File: config.mk
export PLATFORM = sky130hd
export DESIGN_NAME = mpx_port
export DESIGN_NICKNAME = d
export VERILOG_FILES = /design/src/rtl/mpx_pkg.sv /design/src/rtl/mpx_queue.sv /design/src/rtl/mpx_port.sv
export SDC_FILE = /design/constraint.sdc
export NUM_CORES = 1
export LEC_CHECK = 0
export ABC_CLOCK_PERIOD_IN_PS = 3800
export BUFFER_PORTS_ARGS = -buffer_cell sky130_fd_sc_hd__buf_4
export CORE_AREA = 8 8 185 187
export DETAILED_ROUTE_END_ITERATION = 10
export DIE_AREA = 0 0 193 195
export HOLD_SLACK_MARGIN = 0.02
export PLACE_DENSITY_LB_ADDON = 0.08
export SLEW_MARGIN = 20
export SYNTH_ARGS = -nofsm -noshare
export SYNTH_HDL_FRONTEND = slang
export SYNTH_SLANG_ARGS = --single-unit
File: constraint.sdc
create_clock -name mclk -period 3.8 [get_ports mclk]
set_input_delay 0.19 -clock mclk [delete_from_list [all_inputs] [get_ports mclk]]
set_output_delay 0.19 -clock mclk [all_outputs]
set_load 0.01 [all_outputs]
File: src/rtl/mpx_pkg.sv
// shared constants of the media port in external-clock mode
// assumes a single system clock domain; the link clock is a sampled pin
package mpx_pkg;
   localparam int DATA_W   = 16;
   localparam int TX_DEPTH = 8;
   localparam int RX_DEPTH = 8;
   localparam int CLK_MHZ  = 100;
   // request falls one system clock after the pop that empties the tx queue
   localparam int REQ_DROP_CYC = 1;
endpackage : mpx_pkg

File: src/rtl/mpx_queue.sv
// flip-flop queue with valid/ready on both sides
// assumes one clock; push and pop may coincide
`timescale 1ns/100ps
module mpx_queue #(
   parameter int W = 16,
   parameter int D = 8
) (
   // clock and reset
   input  wire logic         mclk,
   input  wire logic         rst_n,
   // fill side
   input  wire logic         inValid,
   output logic              inReady,
   input  wire logic [W-1:0] inData,
   // drain side
   output logic              outValid,
   input  wire logic         outReady,
   output logic [W-1:0]      outData,
   // status
   output logic              full,
   output logic              empty
);
   localparam int AW = $clog2(D);
   logic [W-1:0]  mem_r [D];
   logic [AW-1:0] wrPtr_r;
   logic [AW-1:0] rdPtr_r;
   logic [AW:0]   count_r;
   wire           push = inValid && inReady;
   wire           pop  = outValid && outReady;

   assign full     = (count_r == (AW+1)'(D));
   assign empty    = (count_r == '0);
   assign inReady  = !full;
   assign outValid = !empty;
   assign outData  = mem_r[rdPtr_r];

   always_ff @(posedge mclk) begin
      if (push) mem_r[wrPtr_r] <= inData;
   end

   always_ff @(posedge mclk or negedge rst_n) begin
      if (!rst_n) begin
         wrPtr_r <= '0;
         rdPtr_r <= '0;
         count_r <= '0;
      end else begin
         if (push) wrPtr_r <= (wrPtr_r == AW'(D-1)) ? '0 : wrPtr_r + 1'b1;
         if (pop)  rdPtr_r <= (rdPtr_r == AW'(D-1)) ? '0 : rdPtr_r + 1'b1;
         count_r <= count_r + (AW+1)'(push) - (AW+1)'(pop);
      end
   end
endmodule // mpx_queue

File: src/rtl/mpx_port.sv
// media port, external-clock mode: far device clocks reads and writes
// assumes the processor side fills tx and drains rx on mclk
`timescale 1ns/100ps
module mpx_port
#(
   parameter int W  = mpx_pkg::DATA_W,
   parameter int TD = mpx_pkg::TX_DEPTH,
   parameter int RD = mpx_pkg::RX_DEPTH
) (
   // clock and reset
   input  wire logic         mclk,
   input  wire logic         rst_n,
   // mode control
   input  wire logic         mediaDeviceModeSelect,
   input  wire logic         clockDriveSelect,
   // link pins
   input  wire logic         portClockSelect,
   input  wire logic         hostWriteSelect,
   input  wire logic [W-1:0] dataIn,
   output logic [W-1:0]      dataOut,
   output logic              dataOe,
   output logic              txDataRequest,
   // processor side: transmit fill
   input  wire logic         txValid,
   output logic              txReady,
   input  wire logic [W-1:0] txData,
   // processor side: receive drain
   output logic              rxValid,
   input  wire logic         rxReady,
   output logic [W-1:0]      rxData,
   // events
   output logic              rxOverflow
);
   import mpx_pkg::*;

   // stages between the queue level and the request pin
   localparam int DROP = REQ_DROP_CYC;

   // link synchronisers
   logic [1:0]      clkSync_r;
   logic [1:0]      wrSync_r;
   logic [W-1:0]    dSync0_r;
   logic [W-1:0]    dSync1_r;
   logic            clkPrev_r;

   // read drive
   logic [W-1:0]    dataOut_r;
   logic [W-1:0]    dataOut_nxt;
   logic            dataOe_r;
   logic            dataOe_nxt;

   // request and overflow
   logic [DROP-1:0] reqPipe_r;
   logic            ovf_r;
   logic            ovf_nxt;

   // queue status
   logic            txQValid;
   logic [W-1:0]    txQData;
   logic            txEmpty;
   logic            rxFull;
   logic            rxInReady;

   // decoded link events
   logic            extMode;
   logic            clkRise;
   logic            readCyc;
   logic            writeCyc;
   logic            txPop;
   logic            rxPush;
   logic            rxLost;
   logic            reqLevel;

   // external-clock mode only when pins are inputs
   assign extMode  = mediaDeviceModeSelect && !clockDriveSelect;
   assign clkRise  = extMode && clkSync_r[1] && !clkPrev_r;
   assign readCyc  = clkRise && wrSync_r[1];
   assign writeCyc = clkRise && !wrSync_r[1];
   // a read with nothing queued pops nothing and drives the last word again
   assign txPop    = readCyc && txQValid;
   assign rxPush   = writeCyc && rxInReady;
   assign rxLost   = writeCyc && rxFull;
   // the request follows the queue level only while the pins are inputs
   assign reqLevel = extMode && !txEmpty;

   // link clock: two flops against metastability
   always_ff @(posedge mclk or negedge rst_n) begin
      if (!rst_n) begin
         clkSync_r <= '0;
      end else begin
         clkSync_r <= {clkSync_r[0], portClockSelect};
      end
   end

   // resets low like the idle pin, so reset release makes no false edge
   always_ff @(posedge mclk or negedge rst_n) begin
      if (!rst_n) begin
         clkPrev_r <= 1'b0;
      end else begin
         clkPrev_r <= clkSync_r[1];
      end
   end

   // write select takes the same depth, so it lines up with the edge
   always_ff @(posedge mclk or negedge rst_n) begin
      if (!rst_n) begin
         wrSync_r <= '0;
      end else begin
         wrSync_r <= {wrSync_r[0], hostWriteSelect};
      end
   end

   // per-bit data stage of the same depth; the far end holds the word steady
   // around its clock rise, so the bits settle together without gray coding
   for (genvar b = 0; b < W; b++) begin : g_dataSync
      always_ff @(posedge mclk or negedge rst_n) begin
         if (!rst_n) begin
            dSync0_r[b] <= 1'b0;
            dSync1_r[b] <= 1'b0;
         end else begin
            dSync0_r[b] <= dataIn[b];
            dSync1_r[b] <= dSync0_r[b];
         end
      end
   end

   // a detected rise decides the drive; leaving the mode releases the bus
   assign dataOe_nxt  = clkRise ? readCyc  :
                        extMode ? dataOe_r :
                                  1'b0;
   // data moves only on a pop; a refused read leaves the last word standing
   assign dataOut_nxt = txPop ? txQData : dataOut_r;
   // one pulse per lost write; the flag follows rxLost each clock with no clear input, so no set/clear race
   assign ovf_nxt     = rxLost;

   // registered so the pins never glitch between link edges
   always_ff @(posedge mclk or negedge rst_n) begin
      if (!rst_n) begin
         dataOe_r <= 1'b0;
      end else begin
         dataOe_r <= dataOe_nxt;
      end
   end

   always_ff @(posedge mclk or negedge rst_n) begin
      if (!rst_n) begin
         dataOut_r <= '0;
      end else begin
         dataOut_r <= dataOut_nxt;
      end
   end

   // the emptying pop lands on one edge; the first stage sees it one clock later
   for (genvar s = 0; s < DROP; s++) begin : g_reqPipe
      if (s == 0) begin : g_first
         always_ff @(posedge mclk or negedge rst_n) begin
            if (!rst_n) begin
               reqPipe_r[s] <= 1'b0;
            end else begin
               reqPipe_r[s] <= reqLevel;
            end
         end
      end else begin : g_next
         always_ff @(posedge mclk or negedge rst_n) begin
            if (!rst_n) begin
               reqPipe_r[s] <= 1'b0;
            end else begin
               reqPipe_r[s] <= reqPipe_r[s-1];
            end
         end
      end
   end

   always_ff @(posedge mclk or negedge rst_n) begin
      if (!rst_n) begin
         ovf_r <= 1'b0;
      end else begin
         ovf_r <= ovf_nxt;
      end
   end

   assign dataOut       = dataOut_r;
   assign dataOe        = dataOe_r;
   assign txDataRequest = reqPipe_r[DROP-1];
   assign rxOverflow    = ovf_r;

   mpx_queue #(.W(W), .D(TD)) txQueue (
      .mclk     (mclk),
      .rst_n    (rst_n),
      .inValid  (txValid),
      .inReady  (txReady),
      .inData   (txData),
      .outValid (txQValid),
      .outReady (txPop),
      .outData  (txQData),
      .full     (),
      .empty    (txEmpty)
   );

   // rx drain is assumed faster than the link fills it
   mpx_queue #(.W(W), .D(RD)) rxQueue (
      .mclk     (mclk),
      .rst_n    (rst_n),
      .inValid  (rxPush),
      .inReady  (rxInReady),
      .inData   (dSync1_r),
      .outValid (rxValid),
      .outReady (rxReady),
      .outData  (rxData),
      .full     (rxFull),
      .empty    ()
   );
endmodule // mpx_port

==> results of run 1 <==
[per-layer routing]
metal | routed length [um] | track usage | vias to the layer above
li1 | - | - | 2590
met1 | 9939 | 0.1599 | 3088
met2 | 13150 | 0.2444 | 92
met3 | 849 | 0.02495 | 41
met4 | 560 | 0.03961 | 0
met5 | 0 | 0 | -
[final timing paths]
path / startpoint / endpoint
worst max-delay path: rxQueue.rdPtr_r[0]$_DFFE_PN0P_ / rxData[11]
min in group asynchronous: rst_n / dataOut[2]$_DFFE_PN0P_
worst min register to register: dSync0_r[2]$_DFF_PN0_ / dSync1_r[2]$_DFF_PN0_
worst max register to register: rxQueue.count_r[2]$_DFF_PN0_ / rxQueue.count_r[2]$_DFF_PN0_
worst min-delay path: clockDriveSelect / rxOverflow$_DFF_PN0_
max in group asynchronous: rst_n / dSync0_r[13]$_DFF_PN0_
[worst max-delay path, cell delays in order, from the launching register on]
cell,delay [ns]
dfrtp_2,0.72
buf_4,0.35
mux4_2,0.53
mux2_2,0.28
buf_4,0.15
[power by group]
group          internal [mW]  total (mW)  switching [mW]
combinational           1.54        2.55            1.01
sequential              4.36        4.93           0.565
clock                   2.13        3.43            1.30
total                   8.03        10.9            2.88
[timing repair]
item                                   CTS  global route
gates resized for setup                  0             0
hold buffers                            37             0
endpoints found under the hold margin  204             0
[placed cells by master (no fill, tap or decap), types with 4 or more instances in the layout]
cell type / instances
dfrtp_1: 71
inv_1: 16
bufinv_16: 4
clkbuf_8: 4
mux4_1: 6
mux4_2: 58
dlygate4sd3_1: 37
clkbuf_16: 37
nand2b_1: 4
mux2_2: 56
nand2_1: 4
nor3_4: 4
dfrtp_2: 5
buf_4: 99
ha_1: 20
clkinv_2: 5
clkbuf_1: 9
edfxtp_1: 256
nor2_1: 10
[sequential cells by signal, indices dropped and copies added, names as in the netlist, 4 cells and up]
register,cells
txQueue.count_r,4
rxQueue.count_r,4
dataOut,16
dSync1_r,16
dSync0_r,16
rxQueue.mem_r,128
txQueue.mem_r,128
[layout make-up]
| type | count | area [um2] | share of cell area |
|---|---|---|---|
| Multi-Input combinational cell | 198 | 2861 | 0.1868 |
| Tap cell | 402 | 503.0 | 0.03284 |
| Sequential cell | 332 | 9595 | 0.6266 |
| Clock inverter | 13 | 163.9 | 0.01070 |
| Clock buffer | 50 | 1015 | 0.06626 |
| Antenna cell | 1 | 2.502 | 0.0001634 |
| Timing Repair Buffer | 136 | 1114 | 0.07271 |
| Inverter | 16 | 60.06 | 0.003922 |
[stage by stage]
stage	total power, mW	worst slack (ns)
finish	10.91	1.055
global route	11.48	0.8896
CTS	11.13	0.9539
detailed placement	7.619	1.235
global placement	7.513	1.358
floorplan	6.585	0.5362
[kinds of logic after synthesis]
group           count (synthesis)
flops                         332
xor+xnor                        4
simple gates                   42
mux                           124
buf+inv                        40
fa+ha+maj                      22
compound gates                  6
==> flow_summary.toml, run 1 <==
[drt]
via_per_inst = 5.062
dr.pass1.iters = 4
drt_iter0_markers = 186
avgRoutedWirePerCell_um = 21.34
wl_mm = 24.50
postRouteAntennaNets = 0
vias = 5811
drc_errors = 0

[outcome]
outcome = "completed"

[final_layout]
final_core_util = 0.4904
nNetsFinal = 782
fin_cells = 1148
syn2layout_area_growth_pct = 21.86
num-fill-cells = 2577
drive_above_1_share = 0.3785
design_area_um2 = 15310

[synth]
synthesis.nets = 632
ys_types = 36
yosysTopAreaCell = "edfxtp_1"
synthMuxAreaShare = 0.1710
ys_seq_area_frac = 0.7630
synth-compound-area-share = 0.003186
yosys-top-cells-area = "edfxtp_1 (61%), dfrtp_1 (15%), mux4_2 (10%)"
synth-edff-count = 256
synthAdderAreaFrac = 0.02310
ys_ff_latch = 332
synthTopCellsByCount = "edfxtp_1 (256), dfrtp_1 (76), mux4_2 (58), mux2_2 (56), ha_1 (20)"
async_flop_share = 0.2289
ys.flop_type = "edfxtp_1"
yosysMostFrequentCell = "edfxtp_1"
netlist_instances = 570
yosys_warnings = 0
synth_area_um2 = 12570
syn_area_per_cell_um2 = 22.05
synthXorXnorAreaFrac = 0.002788
synth_top_family_by_area = "multiplexers"
synth_top_area_frac = 0.6117
yosys.area_share.simple = 0.02071

[grt]
grt_antenna_before_repair = 1
grt_usage = 0.1347
grt_max_degree = 58
grt_pass1_vias = 6590
globalRouteOverflowTotal = 0
grt_pass1_wl_mm = 38.30

[die]
ios = 77
core-area_um2 = 31230
start_util = 0.4024
fp.dieH_um = 195
dieArea_um2 = 37640
die_w_um = 193
num_rows = 65

[timing]
fin_skew_ns = 0.009509
tightest_slew_ns = 0.9953
relSlewSlack = 0.3365
setup-tns-final_ns = 0
post-route-period-util = 0.7224
rsz0062_at_grt = "no"
holdWs_ns = 0.08596
drv_slew = 0
hold_violations = 0
setup_violations = 0
timing.final.crit_period_ns = 2.745
fmax_mhz = 364.3

[setup_path]
r2r_slack_ns = 1.25
crit_fanout = 18
cp.required_ns = 3.61
setup.worst_path.start_class = "flip-flop"
reg2reg_depth = 11
end_kind = "output port"
critPathKind = "flip-flop to output port"
arrival_ns = 2.56

[cts]
clkTransAtPathRegs_ns = 0.06
clk_latency_ns = 0.50
clock_path_buffers = 3
numCtsBuffers = 36
cts_tree = "built"
htreeDepth = 2
cts_root_buf = "clkbuf_16"
cts.sinks = 332
postCtsSetupRepairBufs = 0

[placement]
placedCellCount = 1047
routabilityCongestion = 0.6957
place_area_um2 = 13760
place_hpwl_mm = 14.24
io_buffer_count = 76

[run]
maxCapViolCount = 0

[worst_hold_path]
hold_depth = 3
hp-class = "input port to flip-flop"

[power_and_ir_drop]
p_leak_nw = 5.505
peakVddDrop_v = 0.0004268
power_density_nw_per_um2 = 712.3
Power figures use the tool's default switching activity.
==> run 2: changes to the inputs <==
ABC_CLOCK_PERIOD_IN_PS = 2750   (was 3800)
clock period = 2.75 ns   (was 3.8 ns; I/O delays follow)
==> run 2 against run 1 <==
Compared with the run above: via count down 0.12%; first-iteration DRC count grew 44%; critical path depth is 7 higher; setup slack worse by 0.84 ns; sequential cell count unchanged; wire length grew 1.4%; critical endpoint is now rxQueue.count_r[1]$_DFF_PN0_; highest routed layer unchanged.
==> flow_summary.toml, run 2 (synthesized netlist as in run 1, its figures left out) <==
[outcome]
outcome = "completed"

[timing]
holdWs_ns = 0.07479
fmax_mhz = 394.8
timing.final.crit_period_ns = 2.533
fin_skew_ns = 0.008972
post-route-period-util = 0.9211
relSlewSlack = 0.4391
tightest_slew_ns = 0.8414
drv_slew = 0
setup_violations = 0
hold_violations = 0
rsz0062_at_grt = "no"
setup-tns-final_ns = 0

[drt]
wl_mm = 24.84
vias = 5804
avgRoutedWirePerCell_um = 21.43
drc_errors = 0
via_per_inst = 5.008
dr.pass1.iters = 4
drt_iter0_markers = 267
postRouteAntennaNets = 0

[final_layout]
drive_above_1_share = 0.3770
design_area_um2 = 15420
nNetsFinal = 790
final_core_util = 0.4938
top_regs = "rxQueue.mem_r (128), txQueue.mem_r (128)"
syn2layout_area_growth_pct = 22.71
num-fill-cells = 2555
multi_input_area_um2 = 2858
final_cell_mix = "edfxtp_1 (256), buf_4 (102), dfrtp_1 (74)"
register_area_um2 = 9592
layout_commonest_cell = "edfxtp_1"
fin_cells = 1159

[grt]
globalRouteOverflowTotal = 0
grt_util_met1 = 0.1700
grt_pass1_vias = 6547
grt_util_met2 = 0.2389
grt_antenna_before_repair = 1
grt_max_degree = 58
grt_pass1_wl_mm = 38.93
grt_usage = 0.1366
grt_use_met3 = 0.02495
busiest_layer = "met2"

[die]
start_util = 0.4024
num_rows = 65
ios = 77
fp.dieH_um = 195
die_w_um = 193
core-area_um2 = 31230
dieArea_um2 = 37640

[setup_path]
critPathKind = "flip-flop to flip-flop"
timing.rr.end = "rxQueue.count_r[1]$_DFF_PN0_"
r2r_slack_ns = 0.22
setup.worst_path.start_class = "flip-flop"
timing.rr.start = "rxQueue.count_r[2]$_DFF_PN0_"
end_kind = "flip-flop"
reg2reg_depth = 11
crit_fanout = 4
arrival_ns = 2.93
cp.required_ns = 3.15

[placement]
place_area_um2 = 13820
placedCellCount = 1052
io_buffer_count = 76
routabilityCongestion = 0.6674
place_hpwl_mm = 14.16

[worst_hold_path]
hp-class = "input port to flip-flop"
hold_depth = 3
hold_path_startpoint = "rxReady"
whs_endpoint = "rxQueue.rdPtr_r[2]$_DFFE_PN0P_"

[cts]
cts_tree = "built"
numCtsBuffers = 37
htreeDepth = 2
clkTransAtPathRegs_ns = 0.06
cts_root_buf = "clkbuf_16"
postCtsSetupRepairBufs = 0
cts.sinks = 332
clk_latency_ns = 0.51
clock_path_buffers = 3

[power_and_ir_drop]
p_leak_nw = 5.561
power_density_nw_per_um2 = 991.5
peakVddDrop_v = 0.0006519

[run]
maxCapViolCount = 0
-- run 2: worst max path at each step --
| stage | depth (start not counted) | slack [ns] | to | start |
|---|---|---|---|---|
| after detailed placement | 11 | 0.22 | rxQueue.count_r[2]$_DFF_PN0_ | rxQueue.count_r[2]$_DFF_PN0_ |
| after global routing | 11 | 0.04 | rxQueue.count_r[2]$_DFF_PN0_ | rxQueue.count_r[2]$_DFF_PN0_ |
| after floorplan | 6 | 0.03 | txQueue.mem_r[2][0]$_DFFE_PP_ | txQueue.count_r[2]$_DFF_PN0_ |
| after global placement | 11 | 0.32 | rxQueue.count_r[1]$_DFF_PN0_ | rxQueue.count_r[2]$_DFF_PN0_ |
| final | 11 | 0.22 | rxQueue.count_r[1]$_DFF_PN0_ | rxQueue.count_r[2]$_DFF_PN0_ |
| after CTS | 11 | 0.21 | rxQueue.count_r[2]$_DFF_PN0_ | rxQueue.count_r[2]$_DFF_PN0_ |
-- run 2: metrics by stage --
stage          setup WS (ns)  total power [mW]
3_3_place_gp          0.3158             10.48
4_1_cts               0.2052             15.58
6_report              0.2169             15.29
3_5_place_dp          0.2170             10.60
5_1_grt              0.04463             16.09
2_1_floorplan        0.03398             9.111
-- run 2: power by group --
group | switching [mW] | total, mW | leakage [nW] | internal (mW)
Combinational | 1.76 | 3.94 | 1.75 | 2.18
Clock | 1.86 | 4.87 | 0.589 | 3.01
Sequential | 0.444 | 6.47 | 3.22 | 6.03
Total | 4.07 | 15.3 | 5.56 | 11.2
-- run 2: routing by layer --
| metal | up-vias | wire length, um |
|---|---|---|
| met2 | 96 | 12790 |
| li1 | 2610 | - |
| met3 | 43 | 1033 |
| met5 | - | 0 |
| met4 | 0 | 559 |
| met1 | 3055 | 10460 |
-- run 2: area by class of cell --
class,count,area share
Sequential cell,332,0.6220
Multi-Input combinational cell,198,0.1853
Timing Repair Buffer,143,0.07757
Clock buffer,50,0.06450
Tap cell,402,0.03262
Clock inverter,17,0.01396
Inverter,16,0.003895
Antenna cell,1,0.0001623
-- run 2: what timing repair did --
action	CTS	global route
gates resized for setup	0	0
setup endpoints to repair	0	0
hold endpoints to repair	205	0
hold buffers	39	0
-- run 2: critical path, cell delays in order (launching register included) --
cell,delay [ns]
dfrtp_1,0.36
inv_1,0.10
ha_1,0.16
or3b_2,0.46
nand2_1,0.16
inv_1,0.06
ha_1,0.28
inv_1,0.06
ha_1,0.17
inv_1,0.06
fa_1,0.51
inv_1,0.04
==> run 3: changes to the inputs <==
ABC_CLOCK_PERIOD_IN_PS = 2400   (was 2750)
CAP_MARGIN = 20   (was default)
clock period = 2.4 ns   (was 2.75 ns; I/O delays follow)
==> run 3 against run 2 <==
Compared with the run above: global-route usage shrank 0.39 points; critical endpoint is now rxQueue.count_r[2]$_DFF_PN0_; worst hold slack gained 0.12 ns; critical path type unchanged; non-clock buffer count rose by 8; first-iteration DRC count decreased by 23%; utilization rose by 0.47 points; clock power increased by 7.6%; cell area is 0.95% higher; critical path depth is the same.
==> flow_summary.toml, run 3 (synthesized netlist as in run 1, its figures left out) <==
[outcome]
outcome = "completed"

[cts]
clk_latency_ns = 0.50
cts_tree = "built"
cts_root_buf = "clkbuf_16"
clock_path_buffers = 3
htreeDepth = 2
cts.sinks = 332
clkTransAtPathRegs_ns = 0.06
numCtsBuffers = 37

[power_and_ir_drop]
power_density_nw_per_um2 = 1113
peakVddDrop_v = 0.0005321
p_leak_nw = 5.610

[placement]
routabilityCongestion = 0.6777
io_buffer_count = 76
pre_cts_slack_ns = -0.02980
place_hpwl_mm = 14.10
place_area_um2 = 13990

[timing]
hold_violations = 0
relSlewSlack = 0.4023
fin_skew_ns = 0.01068
tightest_slew_ns = 0.8966
fmax_mhz = 437.8
setup_violations = 0
timing.final.crit_period_ns = 2.284
drv_slew = 0
post-route-period-util = 0.9517
postLayoutSetupSlackWorst_ns = 0.1159

[final_layout]
final_core_util = 0.4985
top_regs = "rxQueue.mem_r (128), txQueue.mem_r (128)"
design_area_um2 = 15570
syn2layout_area_growth_pct = 23.87
nNetsFinal = 798
layout_commonest_cell = "edfxtp_1"
drive_above_1_share = 0.3856
num-fill-cells = 2556
multi_input_area_um2 = 2872
final_cell_mix = "edfxtp_1 (256), buf_4 (99), dfrtp_1 (74)"
register_area_um2 = 9592
n_antenna_cell = 0

[drt]
wl_mm = 24.39
avgRoutedWirePerCell_um = 20.90
via_per_inst = 4.997
dr.pass1.iters = 4
drt_iter0_markers = 205
vias = 5832
postRouteAntennaNets = 0
drc_errors = 0

[grt]
globalRouteOverflowTotal = 0
grt_pass1_wl_mm = 38.04
grt_max_degree = 58
grt_antenna_before_repair = 0
grt_pass1_vias = 6549
grt_usage = 0.1327

[setup_path]
arrival_ns = 2.66
crit_fanout = 2
setup.worst_path.start_class = "flip-flop"
end_kind = "flip-flop"
critPathKind = "flip-flop to flip-flop"
cp.required_ns = 2.78
reg2reg_depth = 11

[die]
dieArea_um2 = 37640
fp.dieH_um = 195
core-area_um2 = 31230
start_util = 0.4024
die_w_um = 193
ios = 77
num_rows = 65

[worst_hold_path]
hold_depth = 5
hp-class = "input port to flip-flop"

[run]
maxCapViolCount = 0
run 3: path summary, 6_finish.rpt:
check | start | endpoint | slack, ns
setup / recovery | rxQueue.count_r[3]$_DFF_PN0_ | rxQueue.count_r[2]$_DFF_PN0_ | 0.12
hold / removal | rxReady | rxQueue.rdPtr_r[2]$_DFFE_PN0P_ | 0.19
setup reg to reg | rxQueue.count_r[3]$_DFF_PN0_ | rxQueue.count_r[2]$_DFF_PN0_ | 0.12
hold reg to reg | dSync0_r[2]$_DFF_PN0_ | dSync1_r[2]$_DFF_PN0_ | 0.35
max in group asynchronous | rst_n | rxQueue.count_r[1]$_DFF_PN0_ | 1.39
min in group asynchronous | rst_n | dataOut[7]$_DFFE_PN0P_ | 0.30
run 3: stage by stage:
stage	TNS, ns	instances	total power [mW]	hold slack [ns]
3_5_place_dp	-0.05181	1055	12.25	0.2311
4_1_cts	0	1165	17.66	0.08907
5_1_grt	-0.003935	1167	18.26	0.2137
3_3_place_gp	0	1055	12.09	0.2309
6_report	0	1167	17.33	0.1940
2_1_floorplan	-15.94	570	10.46	-0.1756
run 3: cell type report:
class | count | share of cell area
Clock inverter | 11 | 0.003456
Clock buffer | 57 | 0.07025
Inverter | 16 | 0.003858
Tap cell | 402 | 0.03231
Multi-Input combinational cell | 198 | 0.1845
Timing Repair Buffer | 151 | 0.08954
Sequential cell | 332 | 0.6161
run 3: routing by layer:
| layer | vias to the layer above | track usage | routed length, um |
|---|---|---|---|
| met5 | - | 0 | 0 |
| met4 | 0 | 0.03762 | 489 |
| met3 | 35 | 0.02388 | 951 |
| met2 | 109 | 0.2359 | 12850 |
| met1 | 3059 | 0.1627 | 10100 |
| li1 | 2629 | - | - |
run 3: power breakdown:
group / total (mW) / switching, mW / internal (mW)
clock network: 5.24 / 2.10 / 3.14
logic: 4.74 / 2.10 / 2.64
registers: 7.35 / 0.440 / 6.91
run 3: critical path, cell delays in order, from the launching register on:
cell and delay (ns):
dfrtp_1 0.38, inv_1 0.06, ha_1 0.12, or3b_4 0.38, nand2_2 0.07, inv_1 0.05
ha_1 0.28, inv_1 0.06, ha_2 0.17, inv_1 0.05, fa_1 0.39, xnor2_1 0.14
run 3: timing repair:
item                                    4_1_cts  5_1_grt
gates resized for setup                       2        1
endpoints found under the hold margin       205        0
endpoints found under the setup margin       13        2
hold buffers                                 39        0
pin swaps                                     0        1
buffers inserted                              3        2
